File: src/uer_pkg.sv
package uer_pkg;
  // endpoint set and packet limits
  localparam int NUM_EP = 2;
  localparam int EP_W = 1;
  localparam logic [5:0] EP_SIZE = 6'h08;
  localparam logic [5:0] CRC_BYTES = 6'h02;
  localparam logic [EP_W-1:0] LOCK_EP = 1'h0;

  // apb address layout: mode word then count word per endpoint
  localparam int ADDR_W = 8;
  localparam int SEL_BIT = 2;
  localparam int EP_LSB = 3;
  localparam int ALIGN_W = 2;
  localparam logic [ALIGN_W-1:0] ALIGN_OK = 2'h0;
  localparam logic [ADDR_W-EP_LSB-EP_W-1:0] HIGH_OK = 4'h0;

  // mode register bits
  localparam int MODE_W = 4;
  localparam int MB_ACK = 4;
  localparam int MB_OUT = 5;
  localparam int MB_IN = 6;
  localparam int MB_STALL = 7;
  localparam int MB_SETUP = 8;
  // count register bits
  localparam int CNT_W = 6;
  localparam int CB_VALID = 6;
  localparam int CB_TOG = 7;
  localparam logic [31:0] RD_ZERO = 32'h0;
  localparam logic [CNT_W-1:0] CNT_RST = 6'h00;

  // endpoint mode field encodings
  localparam logic [3:0] MD_DISABLE = 4'h0;
  localparam logic [3:0] MD_NAK_INOUT = 4'h1;
  localparam logic [3:0] MD_STATUS_OUT = 4'h2;
  localparam logic [3:0] MD_STALL_INOUT = 4'h3;
  localparam logic [3:0] MD_IGNORE_INOUT = 4'h4;
  localparam logic [3:0] MD_ISO_OUT = 4'h5;
  localparam logic [3:0] MD_STATUS_IN = 4'h6;
  localparam logic [3:0] MD_ISO_IN = 4'h7;
  localparam logic [3:0] MD_NAK_OUT = 4'h8;
  localparam logic [3:0] MD_ACK_OUT = 4'h9;
  localparam logic [3:0] MD_NAK_OUT_STIN = 4'ha;
  localparam logic [3:0] MD_ACK_OUT_STIN = 4'hb;
  localparam logic [3:0] MD_NAK_IN = 4'hc;
  localparam logic [3:0] MD_ACK_IN = 4'hd;
  localparam logic [3:0] MD_NAK_IN_STOUT = 4'he;
  localparam logic [3:0] MD_ACK_IN_STOUT = 4'hf;
  localparam logic [3:0] ACK_NAK_MASK = 4'he;

  typedef enum logic [1:0] {
    PID_SETUP = 2'b00,
    PID_IN = 2'b01,
    PID_OUT = 2'b10
  } uer_pid_t;

  typedef enum logic [2:0] {
    RSP_NONE = 3'b000,
    RSP_ACK = 3'b001,
    RSP_NAK = 3'b010,
    RSP_STALL = 3'b011,
    RSP_TX0 = 3'b100,
    RSP_TXCNT = 3'b101
  } uer_rsp_code_t;

  typedef enum logic [1:0] {
    ST_IDLE = 2'b00,
    ST_DATA = 2'b01,
    ST_INACK = 2'b10
  } uer_state_t;

  typedef struct packed {
    uer_pid_t pid;
    logic [EP_W-1:0] ep;
  } uer_tok_t;

  typedef struct packed {
    logic [CNT_W-1:0] bytes;
    logic crc_ok;
    logic data_toggle_bit;
  } uer_rx_t;

  typedef struct packed {
    uer_rsp_code_t code;
    logic [CNT_W-1:0] len;
    logic data_toggle_bit;
  } uer_rsp_t;
endpackage

File: src/uer_mode_decode.sv
// mode table: answer for one token given the endpoint's mode
module uer_mode_decode import uer_pkg::*; (
  input wire logic [3:0] mode, // endpoint mode field
  input wire logic stall, // endpoint stall bit
  input wire uer_pid_t pid, // token of this transaction
  input wire logic pkt_ok, // data packet passed size and crc checks
  input wire logic zlen_ok, // zero length with toggle one
  output uer_rsp_code_t code, // answer to send
  output logic take, // data packet goes to the buffer
  output logic no_hs, // isochronous: no handshake follows
  output logic [3:0] ack_next // mode after an ack
);
  logic set_acc;
  logic out_take;
  logic out_chk;
  uer_rsp_code_t in_c;
  uer_rsp_code_t out_c;
  uer_rsp_code_t out_eff;

  // per-mode answer to each token kind
  always_comb begin
    set_acc = 1'b0;
    in_c = RSP_NONE;
    out_c = RSP_NONE;
    out_take = 1'b0;
    out_chk = 1'b0;
    no_hs = 1'b0;
    case (mode)
      MD_DISABLE: set_acc = 1'b0;
      MD_NAK_INOUT: begin
        set_acc = 1'b1;
        in_c = RSP_NAK;
        out_c = RSP_NAK;
      end
      MD_STATUS_OUT: begin
        set_acc = 1'b1;
        in_c = RSP_STALL;
        out_chk = 1'b1;
      end
      MD_STALL_INOUT: begin
        set_acc = 1'b1;
        in_c = RSP_STALL;
        out_c = RSP_STALL;
      end
      MD_IGNORE_INOUT: set_acc = 1'b1;
      MD_STATUS_IN: begin
        set_acc = 1'b1;
        in_c = RSP_TX0;
        out_c = RSP_STALL;
      end
      MD_ISO_OUT: out_take = 1'b1;
      MD_ISO_IN: begin
        in_c = RSP_TXCNT;
        no_hs = 1'b1;
      end
      MD_NAK_OUT: out_c = RSP_NAK;
      MD_ACK_OUT: begin
        out_c = stall ? RSP_STALL : RSP_ACK;
        out_take = !stall;
      end
      MD_NAK_OUT_STIN: begin
        set_acc = 1'b1;
        in_c = RSP_TX0;
        out_c = RSP_NAK;
      end
      MD_ACK_OUT_STIN: begin
        set_acc = 1'b1;
        in_c = RSP_TX0;
        out_c = RSP_ACK;
        out_take = 1'b1;
      end
      MD_NAK_IN: in_c = RSP_NAK;
      MD_ACK_IN: in_c = stall ? RSP_STALL : RSP_TXCNT;
      MD_NAK_IN_STOUT: begin
        set_acc = 1'b1;
        in_c = RSP_NAK;
        out_chk = 1'b1;
      end
      MD_ACK_IN_STOUT: begin
        set_acc = 1'b1;
        in_c = RSP_TXCNT;
        out_chk = 1'b1;
      end
      default: set_acc = 1'b0;
    endcase
  end

  // checked out: ack only zero length toggle one
  always_comb begin
    out_eff = out_c;
    if (out_chk) begin
      out_eff = zlen_ok ? RSP_ACK : RSP_STALL;
    end
  end

  // pick by token; invalid packets get no handshake
  always_comb begin
    code = RSP_NONE;
    take = 1'b0;
    case (pid)
      PID_SETUP: begin
        take = set_acc;
        if (set_acc && pkt_ok) begin
          code = RSP_ACK;
        end
      end
      PID_IN: code = in_c;
      PID_OUT: begin
        take = out_take;
        if (pkt_ok) begin
          code = out_eff;
        end
      end
      default: code = RSP_NONE;
    endcase
  end

  // automatic mode moves after an ack
  always_comb begin
    ack_next = mode;
    if (pid == PID_SETUP) begin
      ack_next = MD_NAK_INOUT;
    end else if ((pid == PID_OUT && (mode == MD_ACK_OUT ||
        mode == MD_ACK_OUT_STIN || mode == MD_ACK_IN_STOUT)) ||
        (pid == PID_IN && mode == MD_ACK_IN)) begin
      ack_next = mode & ACK_NAK_MASK;
    end
  end
endmodule

File: src/uer_responder.sv
// Behaviour
// - mode 0000 answers no token at all
// - mode 0001 accepts setup, naks in and out
// - control modes 0010 0011 0100 0110 answer
// - mode 1001 acks or stalls out, then 1000
// - mode 1000 naks out, ignores rest
// - modes 1011 and 1010 status in pair
// - mode 1101 sends data, then 1100 naks in
// - mode 1111 sends data, then 1110 after status
// - checked out acks zero length toggle one
// - counted in sends byte count bytes
// - zero length in sends empty packet
// - ignore sends no handshake to in or out; setup is still acked
// - reset disables; stays until firmware writes
// - accepted setup moves mode to 0001
// - accepted valid setup is acked
// - invalid transactions are silently ignored
// - event on completion or bad crc data
// - data valid if size fits and crc ok
// - out endpoints ignore in, and reverse
// - in/out flags at end, setup at data
// - endpoint 0 ack locks mode and count
// - setup flag never locked; read unlocks
module uer_responder import uer_pkg::*; (
  input wire logic pclk, // bus and engine clock
  input wire logic presetn, // asynchronous reset, active low
  input wire logic psel, // apb select
  input wire logic penable, // apb access phase
  input wire logic pwrite, // apb write
  input wire logic [ADDR_W-1:0] paddr, // apb byte address
  input wire logic [31:0] pwdata, // apb write data
  output logic [31:0] prdata, // apb read data
  output logic pready, // apb ready
  output logic pslverr, // apb error on unmapped address
  input wire logic tok_stb, // token received
  input wire uer_tok_t tok, // token kind and endpoint
  input wire logic dat_start, // data packet begins
  input wire logic dat_end, // data packet ends
  input wire uer_rx_t rx, // data packet summary at dat_end
  input wire logic hs_ack, // host acked our data
  input wire logic hs_none, // host gave no handshake
  output logic rsp_stb, // send answer now
  output uer_rsp_t rsp, // answer for the serial_interface_engine
  output logic [NUM_EP-1:0] ep_event // endpoint event pulse
);
  uer_state_t state_reg;
  uer_state_t state_next;
  uer_pid_t cur_pid_reg;
  logic [EP_W-1:0] cur_ep_reg;
  logic [31:0] prdata_reg;
  logic pready_reg;
  logic pslverr_reg;
  logic rsp_stb_reg;
  uer_rsp_t rsp_reg;
  logic [NUM_EP-1:0] ep_event_reg;

  wire [3:0] mode_w [NUM_EP];
  wire [CNT_W-1:0] cnt_w [NUM_EP];
  wire [NUM_EP-1:0] stall_w;
  wire [NUM_EP-1:0] ack_w;
  wire [NUM_EP-1:0] in_w;
  wire [NUM_EP-1:0] out_w;
  wire [NUM_EP-1:0] setup_w;
  wire [NUM_EP-1:0] valid_w;
  wire [NUM_EP-1:0] tog_w;

  logic idle;
  uer_pid_t ctx_pid;
  logic [EP_W-1:0] ctx_ep;
  logic pkt_ok;
  logic zlen_ok;
  uer_rsp_code_t dec_code;
  logic dec_take;
  logic dec_no_hs;
  logic [3:0] dec_ack_next;
  logic done;
  logic done_ack;
  logic rsp_go;
  logic setup_hit;
  logic act;

  logic apb_setup;
  logic apb_fire;
  logic apb_map;
  logic [EP_W-1:0] apb_ep;
  logic apb_cnt;
  logic [31:0] rd_word;

  // transaction context: the token while idle, then the stored one
  assign idle = state_reg == ST_IDLE;
  assign ctx_pid = idle ? tok.pid : cur_pid_reg;
  assign ctx_ep = idle ? tok.ep : cur_ep_reg;

  // size including crc within limit and crc good
  assign pkt_ok = rx.crc_ok && (rx.bytes <= EP_SIZE + CRC_BYTES);
  assign zlen_ok = rx.bytes == CRC_BYTES && rx.data_toggle_bit;

  uer_mode_decode u_dec (
    .mode(mode_w[ctx_ep]),
    .stall(stall_w[ctx_ep]),
    .pid(ctx_pid),
    .pkt_ok(pkt_ok),
    .zlen_ok(zlen_ok),
    .code(dec_code),
    .take(dec_take),
    .no_hs(dec_no_hs),
    .ack_next(dec_ack_next)
  );

  // transaction sequencing
  always_comb begin
    state_next = state_reg;
    done = 1'b0;
    done_ack = 1'b0;
    rsp_go = 1'b0;
    setup_hit = 1'b0;
    case (state_reg)
      ST_IDLE: begin
        if (tok_stb && tok.pid == PID_IN) begin
          rsp_go = dec_code != RSP_NONE;
          if ((dec_code == RSP_TX0 || dec_code == RSP_TXCNT) &&
              !dec_no_hs) begin
            state_next = ST_INACK;
          end else begin
            done = 1'b1;
          end
        end else if (tok_stb) begin
          state_next = ST_DATA;
        end
      end
      ST_DATA: begin
        setup_hit = dat_start && cur_pid_reg == PID_SETUP && dec_take;
        if (dat_end) begin
          done = 1'b1;
          rsp_go = dec_code != RSP_NONE;
          done_ack = dec_code == RSP_ACK;
          state_next = ST_IDLE;
        end
      end
      ST_INACK: begin
        if (hs_ack || hs_none) begin
          done = 1'b1;
          done_ack = hs_ack;
          state_next = ST_IDLE;
        end
      end
      default: state_next = ST_IDLE;
    endcase
  end

  // event on a completed or corrupted transaction
  assign act = done && (dec_code != RSP_NONE || dec_take);

  // state register
  always_ff @(posedge pclk or negedge presetn) begin
    if (!presetn) begin
      state_reg <= ST_IDLE;
    end else begin
      state_reg <= state_next;
    end
  end

  // token capture
  always_ff @(posedge pclk or negedge presetn) begin
    if (!presetn) begin
      cur_pid_reg <= PID_SETUP;
      cur_ep_reg <= '0;
    end else if (idle && tok_stb) begin
      cur_pid_reg <= tok.pid;
      cur_ep_reg <= tok.ep;
    end
  end

  // answer to the serial_interface_engine
  always_ff @(posedge pclk or negedge presetn) begin
    if (!presetn) begin
      rsp_stb_reg <= 1'b0;
      rsp_reg <= '{RSP_NONE, CNT_RST, 1'b0};
    end else begin
      rsp_stb_reg <= rsp_go;
      if (rsp_go) begin
        rsp_reg.code <= dec_code;
        // counted data uses byte count; empty otherwise
        rsp_reg.len <= (dec_code == RSP_TXCNT) ? cnt_w[ctx_ep] : CNT_RST;
        rsp_reg.data_toggle_bit <= tog_w[ctx_ep];
      end
    end
  end

  // endpoint event pulses
  always_ff @(posedge pclk or negedge presetn) begin
    if (!presetn) begin
      ep_event_reg <= '0;
    end else begin
      ep_event_reg <= act ? (NUM_EP'(1) << ctx_ep) : '0;
    end
  end

  // apb decode: no wait state, data prepared in setup phase
  assign apb_setup = psel && !penable;
  assign apb_fire = psel && penable && pready_reg;
  assign apb_ep = paddr[EP_LSB +: EP_W];
  assign apb_cnt = paddr[SEL_BIT];
  assign apb_map = paddr[ALIGN_W-1:0] == ALIGN_OK &&
                   paddr[ADDR_W-1:EP_LSB+EP_W] == HIGH_OK;

  // read word of the addressed register
  always_comb begin
    rd_word = RD_ZERO;
    if (apb_cnt) begin
      rd_word[CNT_W-1:0] = cnt_w[apb_ep];
      rd_word[CB_VALID] = valid_w[apb_ep];
      rd_word[CB_TOG] = tog_w[apb_ep];
    end else begin
      rd_word[MODE_W-1:0] = mode_w[apb_ep];
      rd_word[MB_ACK] = ack_w[apb_ep];
      rd_word[MB_OUT] = out_w[apb_ep];
      rd_word[MB_IN] = in_w[apb_ep];
      rd_word[MB_STALL] = stall_w[apb_ep];
      rd_word[MB_SETUP] = setup_w[apb_ep];
    end
  end

  // apb answer registers
  always_ff @(posedge pclk or negedge presetn) begin
    if (!presetn) begin
      pready_reg <= 1'b0;
      pslverr_reg <= 1'b0;
      prdata_reg <= RD_ZERO;
    end else begin
      pready_reg <= apb_setup;
      if (apb_setup) begin
        pslverr_reg <= !apb_map;
        prdata_reg <= (apb_map && !pwrite) ? rd_word : RD_ZERO;
      end
    end
  end

  // per endpoint register file
  for (genvar i = 0; i < NUM_EP; i++) begin : g_ep
    logic [3:0] mode_reg;
    logic stall_reg;
    logic ack_reg;
    logic in_reg;
    logic out_reg;
    logic setup_reg;
    logic [CNT_W-1:0] cnt_reg;
    logic valid_reg;
    logic tog_reg;
    logic lock_mode_reg;
    logic lock_cnt_reg;
    logic hit;
    logic lockable;
    logic wr_mode;
    logic wr_cnt;
    logic rd_mode;
    logic rd_cnt;

    assign hit = ctx_ep == EP_W'(i);
    assign lockable = EP_W'(i) == LOCK_EP;
    assign wr_mode = apb_fire && apb_map && pwrite && apb_ep == EP_W'(i)
                     && !apb_cnt;
    assign wr_cnt = apb_fire && apb_map && pwrite && apb_ep == EP_W'(i)
                    && apb_cnt;
    assign rd_mode = apb_fire && apb_map && !pwrite && apb_ep == EP_W'(i)
                     && !apb_cnt;
    assign rd_cnt = apb_fire && apb_map && !pwrite && apb_ep == EP_W'(i)
                    && apb_cnt;

    // mode field: engine moves win over firmware writes
    always_ff @(posedge pclk or negedge presetn) begin
      if (!presetn) begin
        mode_reg <= MD_DISABLE;
      end else if (hit && done_ack) begin
        mode_reg <= dec_ack_next;
      end else if (wr_mode && !lock_mode_reg) begin
        mode_reg <= pwdata[MODE_W-1:0];
      end
    end

    // stall bit, firmware only
    always_ff @(posedge pclk or negedge presetn) begin
      if (!presetn) begin
        stall_reg <= 1'b0;
      end else if (wr_mode && !lock_mode_reg) begin
        stall_reg <= pwdata[MB_STALL];
      end
    end

    // ack and token flags: hardware set wins over write
    always_ff @(posedge pclk or negedge presetn) begin
      if (!presetn) begin
        ack_reg <= 1'b0;
        in_reg <= 1'b0;
        out_reg <= 1'b0;
      end else begin
        if (hit && done_ack) begin
          ack_reg <= 1'b1;
        end else if (wr_mode && !lock_mode_reg) begin
          ack_reg <= pwdata[MB_ACK];
        end
        // in and out flags at transaction end
        if (hit && act && ctx_pid == PID_IN) begin
          in_reg <= 1'b1;
        end else if (wr_mode && !lock_mode_reg) begin
          in_reg <= pwdata[MB_IN];
        end
        if (hit && act && ctx_pid == PID_OUT) begin
          out_reg <= 1'b1;
        end else if (wr_mode && !lock_mode_reg) begin
          out_reg <= pwdata[MB_OUT];
        end
      end
    end

    // setup flag writable regardless of lock
    always_ff @(posedge pclk or negedge presetn) begin
      if (!presetn) begin
        setup_reg <= 1'b0;
      end else if (hit && setup_hit) begin
        setup_reg <= 1'b1;
      end else if (wr_mode) begin
        setup_reg <= pwdata[MB_SETUP];
      end
    end

    // byte count, valid and toggle from received data
    always_ff @(posedge pclk or negedge presetn) begin
      if (!presetn) begin
        cnt_reg <= CNT_RST;
        valid_reg <= 1'b0;
        tog_reg <= 1'b0;
      end else if (hit && done && dec_take) begin
        cnt_reg <= rx.bytes;
        valid_reg <= pkt_ok;
        tog_reg <= rx.data_toggle_bit;
      end else if (wr_cnt && !lock_cnt_reg) begin
        cnt_reg <= pwdata[CNT_W-1:0];
        valid_reg <= pwdata[CB_VALID];
        tog_reg <= pwdata[CB_TOG];
      end
    end

    // endpoint 0 ack locks; read of each register unlocks it
    always_ff @(posedge pclk or negedge presetn) begin
      if (!presetn) begin
        lock_mode_reg <= 1'b0;
        lock_cnt_reg <= 1'b0;
      end else begin
        lock_mode_reg <= lockable &&
                         ((hit && done_ack) || (lock_mode_reg && !rd_mode));
        lock_cnt_reg <= lockable &&
                        ((hit && done_ack) || (lock_cnt_reg && !rd_cnt));
      end
    end

    assign mode_w[i] = mode_reg;
    assign cnt_w[i] = cnt_reg;
    assign stall_w[i] = stall_reg;
    assign ack_w[i] = ack_reg;
    assign in_w[i] = in_reg;
    assign out_w[i] = out_reg;
    assign setup_w[i] = setup_reg;
    assign valid_w[i] = valid_reg;
    assign tog_w[i] = tog_reg;
  end

  // outputs straight from flops
  assign prdata = prdata_reg;
  assign pready = pready_reg;
  assign pslverr = pslverr_reg;
  assign rsp_stb = rsp_stb_reg;
  assign rsp = rsp_reg;
  assign ep_event = ep_event_reg;
endmodule

File: config.mk
export PLATFORM = sky130hd
export DESIGN_NAME = uer_responder
export DESIGN_NICKNAME = d
export VERILOG_FILES = /design/src/uer_pkg.sv /design/src/uer_mode_decode.sv /design/src/uer_responder.sv
export SDC_FILE = /design/constraint.sdc
export NUM_CORES = 1
export LEC_CHECK = 0
export ABC_AREA = 1
export BUFFER_PORTS_ARGS = -buffer_cell sky130_fd_sc_hd__buf_4
export CAP_MARGIN = 20
export CORE_UTILIZATION = 48
export CTS_CLUSTER_DIAMETER = 200
export DETAILED_ROUTE_END_ITERATION = 8
export PLACE_DENSITY = 0.78
export SLEW_MARGIN = 5
export SYNTH_ARGS = -nofsm -noshare
export SYNTH_HDL_FRONTEND = slang
export SYNTH_HIERARCHICAL = 1
export SYNTH_SLANG_ARGS = --single-unit
File: constraint.sdc
create_clock -name pclk -period 3 [get_ports pclk]
set_input_delay 0.3 -clock pclk [delete_from_list [all_inputs] [get_ports pclk]]
set_output_delay 0.3 -clock pclk [all_outputs]
set_load 0.1 [all_outputs]
==> metrics.txt, run 1 <==
# TYPE chip_impl_metric gauge
chip_impl_metric{name="postSynthRegisterBits",unit=""} 65
chip_impl_metric{name="timing.final.setup_violations",unit=""} 0
chip_impl_info{name="synth_ff_type",value="sky130_fd_sc_hd__dfrtp_1"} 1
chip_impl_metric{name="crit_path_max_fanout",unit=""} 7
chip_impl_metric{name="cts_htree_levels",unit=""} 3
chip_impl_metric{name="final_hold_viol_count",unit=""} 0
chip_impl_info{name="yosysTopAreaCell",value="sky130_fd_sc_hd__dfrtp_1"} 1
chip_impl_metric{name="timing.fmax",unit="GHz"} 0.3484
chip_impl_metric{name="synth.cell_area",unit="mm2"} 0.004143
chip_impl_info{name="end_kind",value="register"} 1
chip_impl_metric{name="hpwl",unit="um"} 8404
chip_impl_metric{name="critPathArrivalTime",unit="ns"} 3.11
chip_impl_metric{name="port-buffer-count",unit=""} 61
chip_impl_info{name="tritoncts_clock_tree",value="yes"} 1
chip_impl_metric{name="post-route-drc-count",unit=""} 0
chip_impl_metric{name="syn_inst",unit=""} 569
chip_impl_metric{name="clock_sink_count",unit=""} 65
chip_impl_metric{name="netlist.area_leader.share",unit="%"} 39.26
chip_impl_metric{name="avgRoutedWirePerCell",unit="um"} 14.78
chip_impl_metric{name="finalClockSkew",unit="ns"} 0.009321
chip_impl_metric{name="final_cells",unit=""} 762
chip_impl_metric{name="antenna_found_initial",unit=""} 0
chip_impl_info{name="critical_path.startpoint_type",value="register"} 1
chip_impl_metric{name="via_count",unit=""} 4070
chip_impl_info{name="commonest_cells_after_routing_fill_and_taps_aside",value="sky130_fd_sc_hd__nand2_1, sky130_fd_sc_hd__buf_4, sky130_fd_sc_hd__dfrtp_1"} 1
chip_impl_metric{name="fp.dieArea",unit="mm2"} 0.009006
chip_impl_metric{name="synth.yosys.seq_area_share",unit="%"} 39.26
chip_impl_metric{name="fp.coreArea",unit="mm2"} 0.008299
chip_impl_metric{name="fp.dieH",unit="um"} 94.90
chip_impl_metric{name="std_cell_rows",unit=""} 33
chip_impl_metric{name="synth_cell_type_count",unit=""} 43
chip_impl_metric{name="grt_usage",unit="%"} 25.81
chip_impl_metric{name="hold_buffers",unit=""} 0
chip_impl_metric{name="ff2ff_setup_slack",unit="ns"} 0.13
chip_impl_metric{name="synth_edf_count",unit=""} 0
chip_impl_metric{name="route.detailed.vias_per_inst",unit=""} 5.341
chip_impl_info{name="layout.cells.most_common",value="sky130_fd_sc_hd__nand2_1"} 1
chip_impl_metric{name="design.portCount",unit=""} 108
chip_impl_metric{name="gp_congestion",unit=""} 0.8850
chip_impl_metric{name="syn_to_final_growth",unit="%"} 21.69
chip_impl_metric{name="worst-slew-pin-transition",unit="ns"} 0.8243
chip_impl_metric{name="crit_path_max_incr_delay",unit="ns"} 0.38
chip_impl_info{name="ctsRootBufferMaster",value="sky130_fd_sc_hd__clkbuf_8"} 1
chip_impl_metric{name="clk_pin_slew_worst_paths",unit="ns"} 0.07
chip_impl_metric{name="yosysWarnings",unit=""} 6
chip_impl_metric{name="worst_ir_drop_vdd",unit="uV"} 330.0
chip_impl_info{name="crit_path_cell_chain",value="inv_2, ha_4, o21ai_4, inv_2, nand2_1, nand2_4, buf_4, inv_2, nor2_2, o21ai_0, nand4_1, nand2_1, nand2_2, inv_2, nand3b_1, nand2_4, nand2_4, nand4_4, nand2_4, buf_4, nor2_1, nor2_2"} 1
chip_impl_metric{name="initial_utilization",unit="%"} 49.92
chip_impl_metric{name="lkg_pwr",unit="nW"} 2.542
chip_impl_metric{name="timing.final.crit_period",unit="ns"} 2.870
chip_impl_metric{name="syn_area_per_cell",unit="um2"} 7.281
chip_impl_metric{name="maximum_number_of_pins_on_one_net_before_global_route_repair",unit=""} 66
chip_impl_metric{name="first_pass_grt_wire_length",unit="um"} 17710
chip_impl_info{name="worstReg2RegEnd",value="g_ep[0].cnt_reg[0]"} 1
chip_impl_info{name="r2r-start",value="state_reg[1]"} 1
chip_impl_metric{name="period_share",unit="%"} 95.67
chip_impl_info{name="crit_type",value="register to register"} 1
chip_impl_metric{name="global_route.overflow_total",unit=""} 0
chip_impl_metric{name="report.power.total",unit="mW"} 4.516
chip_impl_metric{name="largest_register_ffs",unit=""} 12
chip_impl_metric{name="first_global_vias",unit=""} 3771
chip_impl_metric{name="postRouteWirelength",unit="um"} 11260
chip_impl_metric{name="die-width",unit="um"} 94.90
chip_impl_info{name="ys_top_cells_by_area",value="sky130_fd_sc_hd__dfrtp_1, sky130_fd_sc_hd__nand2_1, sky130_fd_sc_hd__o21ai_0"} 1
chip_impl_metric{name="cts_inserted_buffers",unit=""} 9
chip_impl_metric{name="nNetsFinal",unit=""} 721
chip_impl_info{name="crit_slowest_cell",value="sky130_fd_sc_hd__dfrtp_1"} 1
chip_impl_metric{name="cts_buffer_depth",unit=""} 2
chip_impl_metric{name="drt_pass1_iterations",unit=""} 5
chip_impl_metric{name="place.detailed.instances",unit=""} 745
chip_impl_metric{name="relSlewSlack",unit="%"} 45.05
chip_impl_metric{name="ys_async_sr_fraction",unit="%"} 100.0
chip_impl_metric{name="n_antenna_cell",unit=""} 0
chip_impl_info{name="min-delay-path-class",value="primary input to asynchronous set/reset pin"} 1
chip_impl_metric{name="clk-insertion-delay-late",unit="ns"} 0.34
chip_impl_metric{name="timing.critical_path.required",unit="ns"} 3.24
chip_impl_metric{name="ant_nets",unit=""} 0
chip_impl_metric{name="final_layout_size_suffix_gt1_share",unit="%"} 25.72
chip_impl_metric{name="drt-initial-drc-count",unit=""} 343
chip_impl_metric{name="cap_viol_max_count",unit=""} 0
chip_impl_info{name="run_status",value="completed"} 1
chip_impl_metric{name="power.density_cell_area",unit="mW/mm2"} 895.9
chip_impl_metric{name="drv_slew",unit=""} 0
chip_impl_metric{name="worst_r2r_path_depth",unit=""} 22
-- routing by layer --
metal  global-route usage [%]  wire length, um  up-vias
met5                        0                0        -
met4                    8.965              255        0
met3                    5.958              826       23
met2                    41.19             5326      186
met1                    34.24             4854     1896
li1                         -                -     1965
-- synthesized netlist by cell type (all sizes together), types with 5 or more instances --
| library cell | number |
|---|---|
| nor2 | 61 |
| o21ai | 55 |
| nand2 | 189 |
| a21oi | 17 |
| nand4 | 5 |
| buf | 35 |
| nand3 | 36 |
| dfrtp | 65 |
| o31ai | 5 |
| inv | 61 |
| o211ai | 7 |
-- worst max-delay path: cells and delay by family, from the launching register on --
family / cells / cell delay [ns]
AO/OA/AOI/OAI: 2 / 0.31
adder cells (fa/ha/maj): 1 / 0.17
buffers and inverters: 6 / 0.64
flip-flops: 1 / 0.38
AND/OR/NAND/NOR: 13 / 1.21
-- final cells by class --
type | count | area [um2]
fillers | 746 | 3258
multi-input cells | 425 | 2193
flip-flops and latches | 65 | 1627
repair buffers | 92 | 694.4
inverters | 63 | 239.0
clock buffers | 11 | 151.4
well taps | 105 | 131.4
clock inverters | 1 | 5.005
-- worst max path at each step --
stage	startpoint	end	slack [ns]
finish	state_reg[1]	g_ep[0].cnt_reg[0]	0.13
floorplan	state_reg[0]	g_ep[1].cnt_reg[4]	0.005
global placement	state_reg[0]	g_ep[1].cnt_reg[0]	0.06
CTS	state_reg[1]	g_ep[1].mode_reg[3]	0.02
global route	state_reg[1]	g_ep[0].cnt_reg[0]	-0.03
detailed placement	state_reg[1]	g_ep[1].cnt_reg[0]	-0.06
-- kinds of logic after synthesis --
family                   Yosys count  share of synthesized area, %
AO/OA/AOI/OAI                     97                         14.47
buffers and inverters            102                         12.35
AND/OR/NAND/NOR                  300                         32.62
other                              1                       0.09052
flip-flops                        65                         39.26
adder cells (fa/ha/maj)            4                         1.208
-- power breakdown --
part / internal (mW) / switching [mW]
registers: 1.13 / 0.221
clock network: 0.325 / 0.311
logic: 0.820 / 1.71
-- timing repair --
| item | CTS | global route |
|---|---|---|
| setup buffers | 0 | 4 |
| pin swaps | 0 | 9 |
| endpoints found under the hold margin | 0 | 0 |
| resized for setup | 5 | 26 |
| gates cloned | 0 | 1 |
| setup endpoints to repair | 24 | 44 |
-- metrics by stage --
stage	instance area [um2]	util (%)	TNS (ns)	setup slack (ns)	hold slack, ns
final	5041	60.74	0	0.1300	0.05897
after detailed placement	4742	57.14	-0.3051	-0.05968	0.4559
after CTS	4911	59.17	0	0.01849	0.09178
after floorplan	4225	-	0	0.004700	0.004409
after global routing	5041	60.74	-0.1062	-0.03170	0.1265
after global placement	4742	57.14	0	0.05656	0.4403
Note: power is estimated with default switching activity, not from simulation.
==> run 2: changes to the inputs <==
--- a/config.mk
+++ b/config.mk
@@ -11,6 +11,7 @@
 export CORE_UTILIZATION = 48
 export CTS_CLUSTER_DIAMETER = 200
 export DETAILED_ROUTE_END_ITERATION = 8
+export MAX_ROUTING_LAYER = met4
 export PLACE_DENSITY = 0.78
 export SLEW_MARGIN = 5
 export SYNTH_ARGS = -nofsm -noshare
==> metrics.txt, run 2 (synthesis gave the netlist of run 1 again) <==
# TYPE chip_impl_metric gauge
chip_impl_info{name="run_status",value="completed"} 1
chip_impl_metric{name="relSlewSlack",unit="%"} 45.16
chip_impl_metric{name="final_area",unit="mm2"} 0.005042
chip_impl_metric{name="global_route.overflow_total",unit=""} 0
chip_impl_metric{name="multi_input_area",unit="mm2"} 0.002162
chip_impl_metric{name="syn_to_final_growth",unit="%"} 21.72
chip_impl_info{name="end_kind",value="register"} 1
chip_impl_metric{name="hpwl",unit="um"} 8393
chip_impl_metric{name="drv_slew",unit=""} 0
chip_impl_metric{name="clock_sink_count",unit=""} 65
chip_impl_metric{name="fp.dieArea",unit="mm2"} 0.009006
chip_impl_metric{name="std_cell_rows",unit=""} 33
chip_impl_metric{name="report.power.total",unit="mW"} 4.586
chip_impl_metric{name="initial_utilization",unit="%"} 49.92
chip_impl_metric{name="period_share",unit="%"} 92.74
chip_impl_info{name="worstReg2RegEnd",value="g_ep[0].mode_reg[0]"} 1
chip_impl_metric{name="cts_buffer_depth",unit=""} 2
chip_impl_metric{name="post-route-drc-count",unit=""} 0
chip_impl_metric{name="maximum_number_of_pins_on_one_net_before_global_route_repair",unit=""} 66
chip_impl_info{name="commonest_cells_after_routing_fill_and_taps_aside",value="sky130_fd_sc_hd__nand2_1, sky130_fd_sc_hd__buf_4, sky130_fd_sc_hd__dfrtp_1"} 1
chip_impl_metric{name="largest_register_ffs",unit=""} 12
chip_impl_info{name="layout.cells.most_common",value="sky130_fd_sc_hd__nand2_1"} 1
chip_impl_metric{name="die-width",unit="um"} 94.90
chip_impl_metric{name="first_global_vias",unit=""} 3772
chip_impl_metric{name="clk-insertion-delay-late",unit="ns"} 0.35
chip_impl_metric{name="cts_htree_levels",unit=""} 3
chip_impl_metric{name="port-buffer-count",unit=""} 61
chip_impl_metric{name="crit_path_max_incr_delay",unit="ns"} 0.38
chip_impl_metric{name="pre_cts_ws",unit="ns"} 0.02202
chip_impl_metric{name="timing.critical_path.required",unit="ns"} 3.22
chip_impl_metric{name="first_pass_grt_wire_length",unit="um"} 17830
chip_impl_metric{name="power.density_cell_area",unit="mW/mm2"} 909.4
chip_impl_metric{name="nNetsFinal",unit=""} 719
chip_impl_metric{name="timing.fmax",unit="GHz"} 0.3594
chip_impl_metric{name="final_hold_viol_count",unit=""} 0
chip_impl_metric{name="ff2ff_setup_slack",unit="ns"} 0.22
chip_impl_metric{name="route.detailed.vias_per_inst",unit=""} 5.308
chip_impl_metric{name="ant_nets",unit=""} 0
chip_impl_metric{name="n_antenna_cell",unit=""} 0
chip_impl_metric{name="design.portCount",unit=""} 108
chip_impl_metric{name="antenna_found_initial",unit=""} 0
chip_impl_metric{name="clk_pin_slew_worst_paths",unit="ns"} 0.07
chip_impl_info{name="crit_slowest_cell",value="sky130_fd_sc_hd__dfrtp_1"} 1
chip_impl_metric{name="seqCellArea",unit="mm2"} 0.001627
chip_impl_info{name="timing.critical_path.mode_cell",value="sky130_fd_sc_hd__nand3_1"} 1
chip_impl_metric{name="worst_ir_drop_vdd",unit="uV"} 331.0
chip_impl_metric{name="fp.coreArea",unit="mm2"} 0.008299
chip_impl_metric{name="lkg_pwr",unit="nW"} 2.540
chip_impl_metric{name="critPathArrivalTime",unit="ns"} 3.00
chip_impl_metric{name="via_count",unit=""} 4055
chip_impl_info{name="crit_type",value="register to register"} 1
chip_impl_info{name="tritoncts_clock_tree",value="yes"} 1
chip_impl_metric{name="drt_pass1_iterations",unit=""} 6
chip_impl_metric{name="fp.dieH",unit="um"} 94.90
chip_impl_metric{name="grt_usage",unit="%"} 26.81
chip_impl_metric{name="gp_congestion",unit=""} 0.8876
chip_impl_info{name="ctsRootBufferMaster",value="sky130_fd_sc_hd__clkbuf_8"} 1
chip_impl_info{name="r2r-start",value="state_reg[0]"} 1
chip_impl_metric{name="postRouteWirelength",unit="um"} 11160
chip_impl_metric{name="filler_cells",unit=""} 757
chip_impl_metric{name="dpl_cell_area",unit="mm2"} 0.004742
chip_impl_metric{name="worst_hold_slack_after_final_layout",unit="ns"} 0.05332
chip_impl_metric{name="cts_inserted_buffers",unit=""} 9
chip_impl_info{name="min-delay-path-class",value="primary input to asynchronous set/reset pin"} 1
chip_impl_metric{name="cap_viol_max_count",unit=""} 0
chip_impl_metric{name="worst-slew-pin-transition",unit="ns"} 0.8226
chip_impl_metric{name="drt-initial-drc-count",unit=""} 310
chip_impl_info{name="crit_path_cell_chain",value="inv_2, ha_4, o21ai_4, nand2_1, nand2_4, buf_4, inv_2, nor2_2, inv_2, nor2_1, nor2_1, nand2_1, nand3_1, nand3_2, nand3_1, o21ai_2, nand3_1, buf_4, nand3_1, nand3_1"} 1
chip_impl_metric{name="timing.setup.tns",unit="ns"} 0
chip_impl_metric{name="avgRoutedWirePerCell",unit="um"} 14.60
chip_impl_info{name="timing.critical_path.from",value="state_reg[0]"} 1
chip_impl_metric{name="worst_r2r_path_depth",unit=""} 20
chip_impl_metric{name="final_layout_size_suffix_gt1_share",unit="%"} 24.89
chip_impl_metric{name="worst_slack",unit="ns"} 0.2178
chip_impl_info{name="cp_endpoint",value="g_ep[0].mode_reg[0]"} 1
chip_impl_metric{name="timing.final.crit_period",unit="ns"} 2.782
chip_impl_metric{name="finalClockSkew",unit="ns"} 0.008997
chip_impl_info{name="critical_path.startpoint_type",value="register"} 1
chip_impl_metric{name="timing.final.setup_violations",unit=""} 0
chip_impl_metric{name="crit_path_max_fanout",unit=""} 12
==> run 2: cell types whose count changed in the layout (fill, tap and decap cells not counted), moves of 2 or more <==
cell                         change
sky130_fd_sc_hd__clkinvlp_4      +3
sky130_fd_sc_hd__nand2_1         +3
sky130_fd_sc_hd__o21ai_0         -3
sky130_fd_sc_hd__o21ai_1         +3
sky130_fd_sc_hd__buf_4           -2
sky130_fd_sc_hd__inv_1           +2
sky130_fd_sc_hd__inv_2           -2
sky130_fd_sc_hd__nand2_2         -2
sky130_fd_sc_hd__nand3_1         +2
sky130_fd_sc_hd__nand3_2         -2
==> run 2: report_power, final <==
| group | total (mW) | internal (mW) | switching, mW |
|---|---|---|---|
| Clock | 0.765 | 0.407 | 0.358 |
| Combinational | 2.47 | 0.803 | 1.66 |
| Sequential | 1.35 | 1.13 | 0.222 |
==> run 2: area by class of cell <==
class,count,area share (%)
sequential,65,32.26
timing repair buffer,90,13.47
clock inverter,6,1.315
clock buffer,10,2.730
tap,105,2.605
multi-input combinational,425,42.88
inverter,63,4.739
==> run 2: worst min-delay path by stage <==
stage	startpoint	slack, ns	end	cells after the start
after floorplan	presetn	0.004	cur_ep_reg	0
after global placement	presetn	0.44	rsp[6]	1
after detailed placement	presetn	0.46	prdata[8]	1
after CTS	presetn	0.08	prdata[8]	1
after global routing	presetn	0.11	prdata[8]	1
final	presetn	0.05	prdata[8]	1
==> run 2: critical path: cells and delay by family, from the launching register on <==
| kind | cells | cell delay (ns) |
|---|---|---|
| AOI/OAI and AO/OA | 2 | 0.43 |
| and+or+nand+nor | 12 | 1.18 |
| buffers and inverters | 5 | 0.49 |
| DFF | 1 | 0.38 |
| adders and majority gates | 1 | 0.17 |
==> run 2: per-stage QoR <==
step | instances | util, %
4_1_cts | 761 | 59.60
3_3_place_gp | 745 | 57.14
2_1_floorplan | 591 | -
3_5_place_dp | 745 | 57.14
6_report | 764 | 60.76
5_1_grt | 764 | 60.76
==> run 2: repair_timing <==
| item | in CTS | in global routing |
|---|---|---|
| hold buffers | 0 | 0 |
| gates resized for setup | 0 | 25 |
| endpoints found under the setup margin | 0 | 48 |
| buffers inserted | 0 | 2 |
==> run 2: layer usage <==
layer  routed length (um)  vias up  global-route usage [%]
met5                    0        -                       -
met1                 4826     1884                   34.60
li1                     -     1964                       -
met4                  363        0                   12.50
met3                  784       27                   4.348
met2                 5182      180                   41.13
==> run 3: changes to the inputs <==
--- a/config.mk
+++ b/config.mk
@@ -5,14 +5,14 @@
 export SDC_FILE = /design/constraint.sdc
 export NUM_CORES = 1
 export LEC_CHECK = 0
-export ABC_AREA = 1
 export BUFFER_PORTS_ARGS = -buffer_cell sky130_fd_sc_hd__buf_4
 export CAP_MARGIN = 20
 export CORE_UTILIZATION = 48
 export CTS_CLUSTER_DIAMETER = 200
 export DETAILED_ROUTE_END_ITERATION = 8
 export MAX_ROUTING_LAYER = met4
-export PLACE_DENSITY = 0.78
+export PLACE_DENSITY = 0.79
+export SKIP_LAST_GASP = 1
 export SLEW_MARGIN = 5
 export SYNTH_ARGS = -nofsm -noshare
 export SYNTH_HDL_FRONTEND = slang
==> metrics.txt, run 3 <==
# TYPE chip_impl_metric gauge
chip_impl_metric{name="synth.yosys.seq_area_share",unit="%"} 40.26
chip_impl_metric{name="first_global_vias",unit=""} 3426
chip_impl_metric{name="power.density_cell_area",unit="mW/mm2"} 494.8
chip_impl_info{name="run_status",value="finished with violations"} 1
chip_impl_metric{name="die-width",unit="um"} 93.75
chip_impl_metric{name="largest_register_ffs",unit=""} 12
chip_impl_metric{name="avgRoutedWirePerCell",unit="um"} 18.07
chip_impl_metric{name="route.detailed.vias_per_inst",unit=""} 5.603
chip_impl_metric{name="timing.setup.tns",unit="ns"} -10.55
chip_impl_metric{name="clock_power_share",unit="%"} 31.7
chip_impl_metric{name="design.portCount",unit=""} 108
chip_impl_metric{name="timing.final.setup_violations",unit=""} 45
chip_impl_metric{name="finalClockSkew",unit="ns"} 0.01620
chip_impl_metric{name="ys_async_sr_fraction",unit="%"} 100.0
chip_impl_metric{name="std_cell_rows",unit=""} 33
chip_impl_metric{name="combinationalPowerShare",unit="%"} 33.5
chip_impl_metric{name="timing.final.crit_period",unit="ns"} 3.331
chip_impl_metric{name="clk-insertion-delay-late",unit="ns"} 0.36
chip_impl_metric{name="synth_edf_count",unit=""} 0
chip_impl_info{name="synth_ff_type",value="sky130_fd_sc_hd__dfrtp_1"} 1
chip_impl_metric{name="yosysWarnings",unit=""} 6
chip_impl_metric{name="maximum_number_of_pins_on_one_net_before_global_route_repair",unit=""} 66
chip_impl_metric{name="period_share",unit="%"} 111.0
chip_impl_info{name="synth_top_family_by_area",value="multiplexers"} 1
chip_impl_metric{name="crit_path_max_incr_delay",unit="ns"} 0.55
chip_impl_metric{name="gp_congestion",unit=""} 0.8908
chip_impl_metric{name="critPathArrivalTime",unit="ns"} 3.57
chip_impl_metric{name="power.switching_fraction",unit="%"} 34.75
chip_impl_metric{name="timing.fmax",unit="GHz"} 0.3002
chip_impl_info{name="crit_type",value="register to register"} 1
chip_impl_metric{name="synth.cell_area",unit="mm2"} 0.004040
chip_impl_info{name="crit_path_cell_chain",value="inv_2, ha_4, mux2_4, nand2_4, nand2_4, buf_4, buf_6, or4_4, o2111ai_4, o22ai_4, buf_4, o41ai_4, buf_4, nand3_4, mux2_4"} 1
chip_impl_metric{name="lkg_pwr",unit="nW"} 2.776
chip_impl_metric{name="power_switching",unit="mW"} 0.9497
chip_impl_metric{name="crit_path_max_fanout",unit=""} 5
chip_impl_metric{name="worst_ir_drop_vdd",unit="uV"} 465.9
chip_impl_metric{name="postSynthRegisterBits",unit=""} 65
chip_impl_metric{name="synth.area.mux_share",unit="%"} 26.08
chip_impl_metric{name="antenna_found_initial",unit=""} 0
chip_impl_metric{name="cts_inserted_buffers",unit=""} 9
chip_impl_metric{name="grt_usage",unit="%"} 26.87
chip_impl_metric{name="n_antenna_cell",unit=""} 0
chip_impl_metric{name="post-route-drc-count",unit=""} 0
chip_impl_metric{name="post_synth_fa_ha_maj_area_fraction",unit="%"} 1.239
chip_impl_metric{name="report.power.total",unit="mW"} 2.733
chip_impl_metric{name="dpl_cell_area",unit="mm2"} 0.004905
chip_impl_metric{name="cts_buffer_depth",unit=""} 2
chip_impl_info{name="end_kind",value="register"} 1
chip_impl_metric{name="first_pass_grt_wire_length",unit="um"} 17280
chip_impl_metric{name="synth_compound_area_share",unit="%"} 8.362
chip_impl_info{name="layout.cells.most_common",value="sky130_fd_sc_hd__buf_4"} 1
chip_impl_metric{name="port-buffer-count",unit=""} 61
chip_impl_info{name="timing.critical_path.mode_cell",value="sky130_fd_sc_hd__buf_4"} 1
chip_impl_metric{name="hold_buffers",unit=""} 0
chip_impl_metric{name="drt-initial-drc-count",unit=""} 282
chip_impl_metric{name="seqCellArea",unit="mm2"} 0.001627
chip_impl_info{name="crit_slowest_cell",value="sky130_fd_sc_hd__or4_4"} 1
chip_impl_metric{name="worst_hold_slack_after_final_layout",unit="ns"} 0.05435
chip_impl_metric{name="initial_utilization",unit="%"} 49.42
chip_impl_metric{name="syn_to_final_growth",unit="%"} 36.70
chip_impl_metric{name="synth-simple-area-share",unit="%"} 14.93
chip_impl_metric{name="cts_htree_levels",unit=""} 3
chip_impl_info{name="ys_top_cells_by_area",value="sky130_fd_sc_hd__dfrtp_1, sky130_fd_sc_hd__mux2_2, sky130_fd_sc_hd__mux2_4"} 1
chip_impl_metric{name="worst_slack",unit="ns"} -0.3307
chip_impl_metric{name="hpwl",unit="um"} 7681
chip_impl_info{name="post-synth-top-count-cell",value="sky130_fd_sc_hd__dfrtp_1"} 1
chip_impl_metric{name="filler_cells",unit=""} 602
chip_impl_metric{name="final_layout_size_suffix_gt1_share",unit="%"} 46.68
chip_impl_metric{name="final_area",unit="mm2"} 0.005523
chip_impl_metric{name="fp.dieH",unit="um"} 93.75
chip_impl_metric{name="drt_pass1_iterations",unit=""} 5
chip_impl_info{name="commonest_cells_after_routing_fill_and_taps_aside",value="sky130_fd_sc_hd__buf_4, sky130_fd_sc_hd__dfrtp_1, sky130_fd_sc_hd__nand2_1"} 1
chip_impl_info{name="critical_path.startpoint_type",value="register"} 1
chip_impl_metric{name="syn_inst",unit=""} 385
chip_impl_metric{name="via_count",unit=""} 3457
chip_impl_metric{name="netlist.area_leader.share",unit="%"} 40.26
chip_impl_metric{name="multi_input_area",unit="mm2"} 0.002405
chip_impl_info{name="grt_setup_unrepaired",value="yes"} 1
chip_impl_metric{name="syn_area_per_cell",unit="um2"} 10.49
chip_impl_info{name="ctsRootBufferMaster",value="sky130_fd_sc_hd__clkbuf_8"} 1
chip_impl_info{name="critical_path.top_delay_family",value="simple AND/OR/NAND/NOR gates"} 1
chip_impl_metric{name="internal_power",unit="mW"} 1.783
chip_impl_metric{name="worst-slew-pin-transition",unit="ns"} 0.8445
chip_impl_metric{name="timing.critical_path.required",unit="ns"} 3.24
chip_impl_metric{name="clock_sink_count",unit=""} 65
chip_impl_metric{name="synth_xor_xnor_area_share",unit="%"} 0.2168
chip_impl_metric{name="cap_viol_max_count",unit=""} 0
chip_impl_metric{name="synth_cell_type_count",unit=""} 51
chip_impl_metric{name="global_route.overflow_total",unit=""} 0
chip_impl_metric{name="pwr-share-seq",unit="%"} 34.8
chip_impl_metric{name="ant_nets",unit=""} 0
chip_impl_info{name="yosysTopAreaCell",value="sky130_fd_sc_hd__dfrtp_1"} 1
chip_impl_metric{name="final_hold_viol_count",unit=""} 0
chip_impl_info{name="min-delay-path-class",value="primary input to asynchronous set/reset pin"} 1
chip_impl_metric{name="fp.dieArea",unit="mm2"} 0.008788
chip_impl_metric{name="clk_pin_slew_worst_paths",unit="ns"} 0.08
chip_impl_info{name="tritoncts_clock_tree",value="yes"} 1
chip_impl_metric{name="nNetsFinal",unit=""} 572
chip_impl_metric{name="postRouteWirelength",unit="um"} 11150
chip_impl_info{name="netlist_top_cells_count",value="sky130_fd_sc_hd__dfrtp_1, sky130_fd_sc_hd__nand2_1, sky130_fd_sc_hd__mux2_2"} 1
chip_impl_metric{name="drv_slew",unit=""} 0
chip_impl_metric{name="relSlewSlack",unit="%"} 43.70
chip_impl_info{name="failed_checks",value="negative setup slack"} 1
chip_impl_metric{name="fp.coreArea",unit="mm2"} 0.008175
chip_impl_metric{name="number_of_buffer_and_inverter_instances_along_the_worst_setup_path",unit=""} 5
==> run 3: through the flow <==
step / setup WS, ns / util (%) / std cells
2_1_floorplan: -0.6006 / - / 407
5_1_grt: -0.4716 / 67.55 / 617
3_5_place_dp: -0.5025 / 59.99 / 577
4_1_cts: -0.2320 / 65.06 / 608
3_3_place_gp: -0.4181 / 59.99 / 577
6_report: -0.3307 / 67.55 / 617
==> run 3: kinds of logic (layout without fill, tap and decap cells) <==
family	count (synthesis)	count (layout)
buffers and inverters	64	169
other	1	23
AO/OA/AOI/OAI	55	55
adder cells (fa/ha/maj)	4	4
multiplexers	82	82
AND/OR/NAND/NOR	113	113
flip-flops	65	65
XOR/XNOR	1	1
==> run 3: power by group through the flow <==
stage | registers [mW] | logic (mW) | clock network [mW]
after global routing | 0.957 | 0.972 | 0.916
final | 0.952 | 0.915 | 0.866
after detailed placement | 0.965 | 0.763 | 0
after CTS | 0.947 | 0.831 | 0.875
after floorplan | 0.965 | 0.545 | 0
after global placement | 0.962 | 0.744 | 0
==> run 3: worst reg2reg max path, delay by kind of cell (launching register included) <==
family	cells	cell delay [ns]
AOI/OAI and AO/OA	3	0.52
muxes	2	0.65
and+or+nand+nor	4	0.79
DFF	1	0.40
adders and majority gates	1	0.17
buffers and inverters	5	0.70
==> run 3: repair_timing <==
item | 4_1_cts | 5_1_grt
setup endpoints to repair | 48 | 47
resized for setup | 20 | 33
setup buffers | 16 | 10
pin swaps | 9 | 10
==> run 3: path summary, 6_finish.rpt <==
path,from,end,slack (ns),cells after the start
setup / recovery,state_reg[0],g_ep[0].mode_reg[0],-0.33,15
hold / removal,presetn,rsp_stb,0.05,1
setup reg to reg,state_reg[0],g_ep[0].mode_reg[0],-0.33,15
hold reg to reg,prdata[8],prdata[8],0.48,2
max in group asynchronous,presetn,ep_event[0],2.40,1
min in group pclk,pwdata[7],g_ep[1].stall_reg,0.20,2
==> run 3: layout make-up <==
type,instances,area share [%]
clock buffer,11,2.560
sequential,65,29.45
timing repair buffer,128,18.83
clock inverter,5,1.541
inverter,25,1.699
tap,105,2.379
multi-input combinational,278,43.54
==> run 3: per-layer routing <==
metal	vias to the layer above	share of wire [%]	global-route usage, %
li1	1573	-	-
met1	1685	41	32.97
met2	171	50	43.13
met3	28	6.8	7.120
met4	0	2.6	8.974
met5	-	0	-
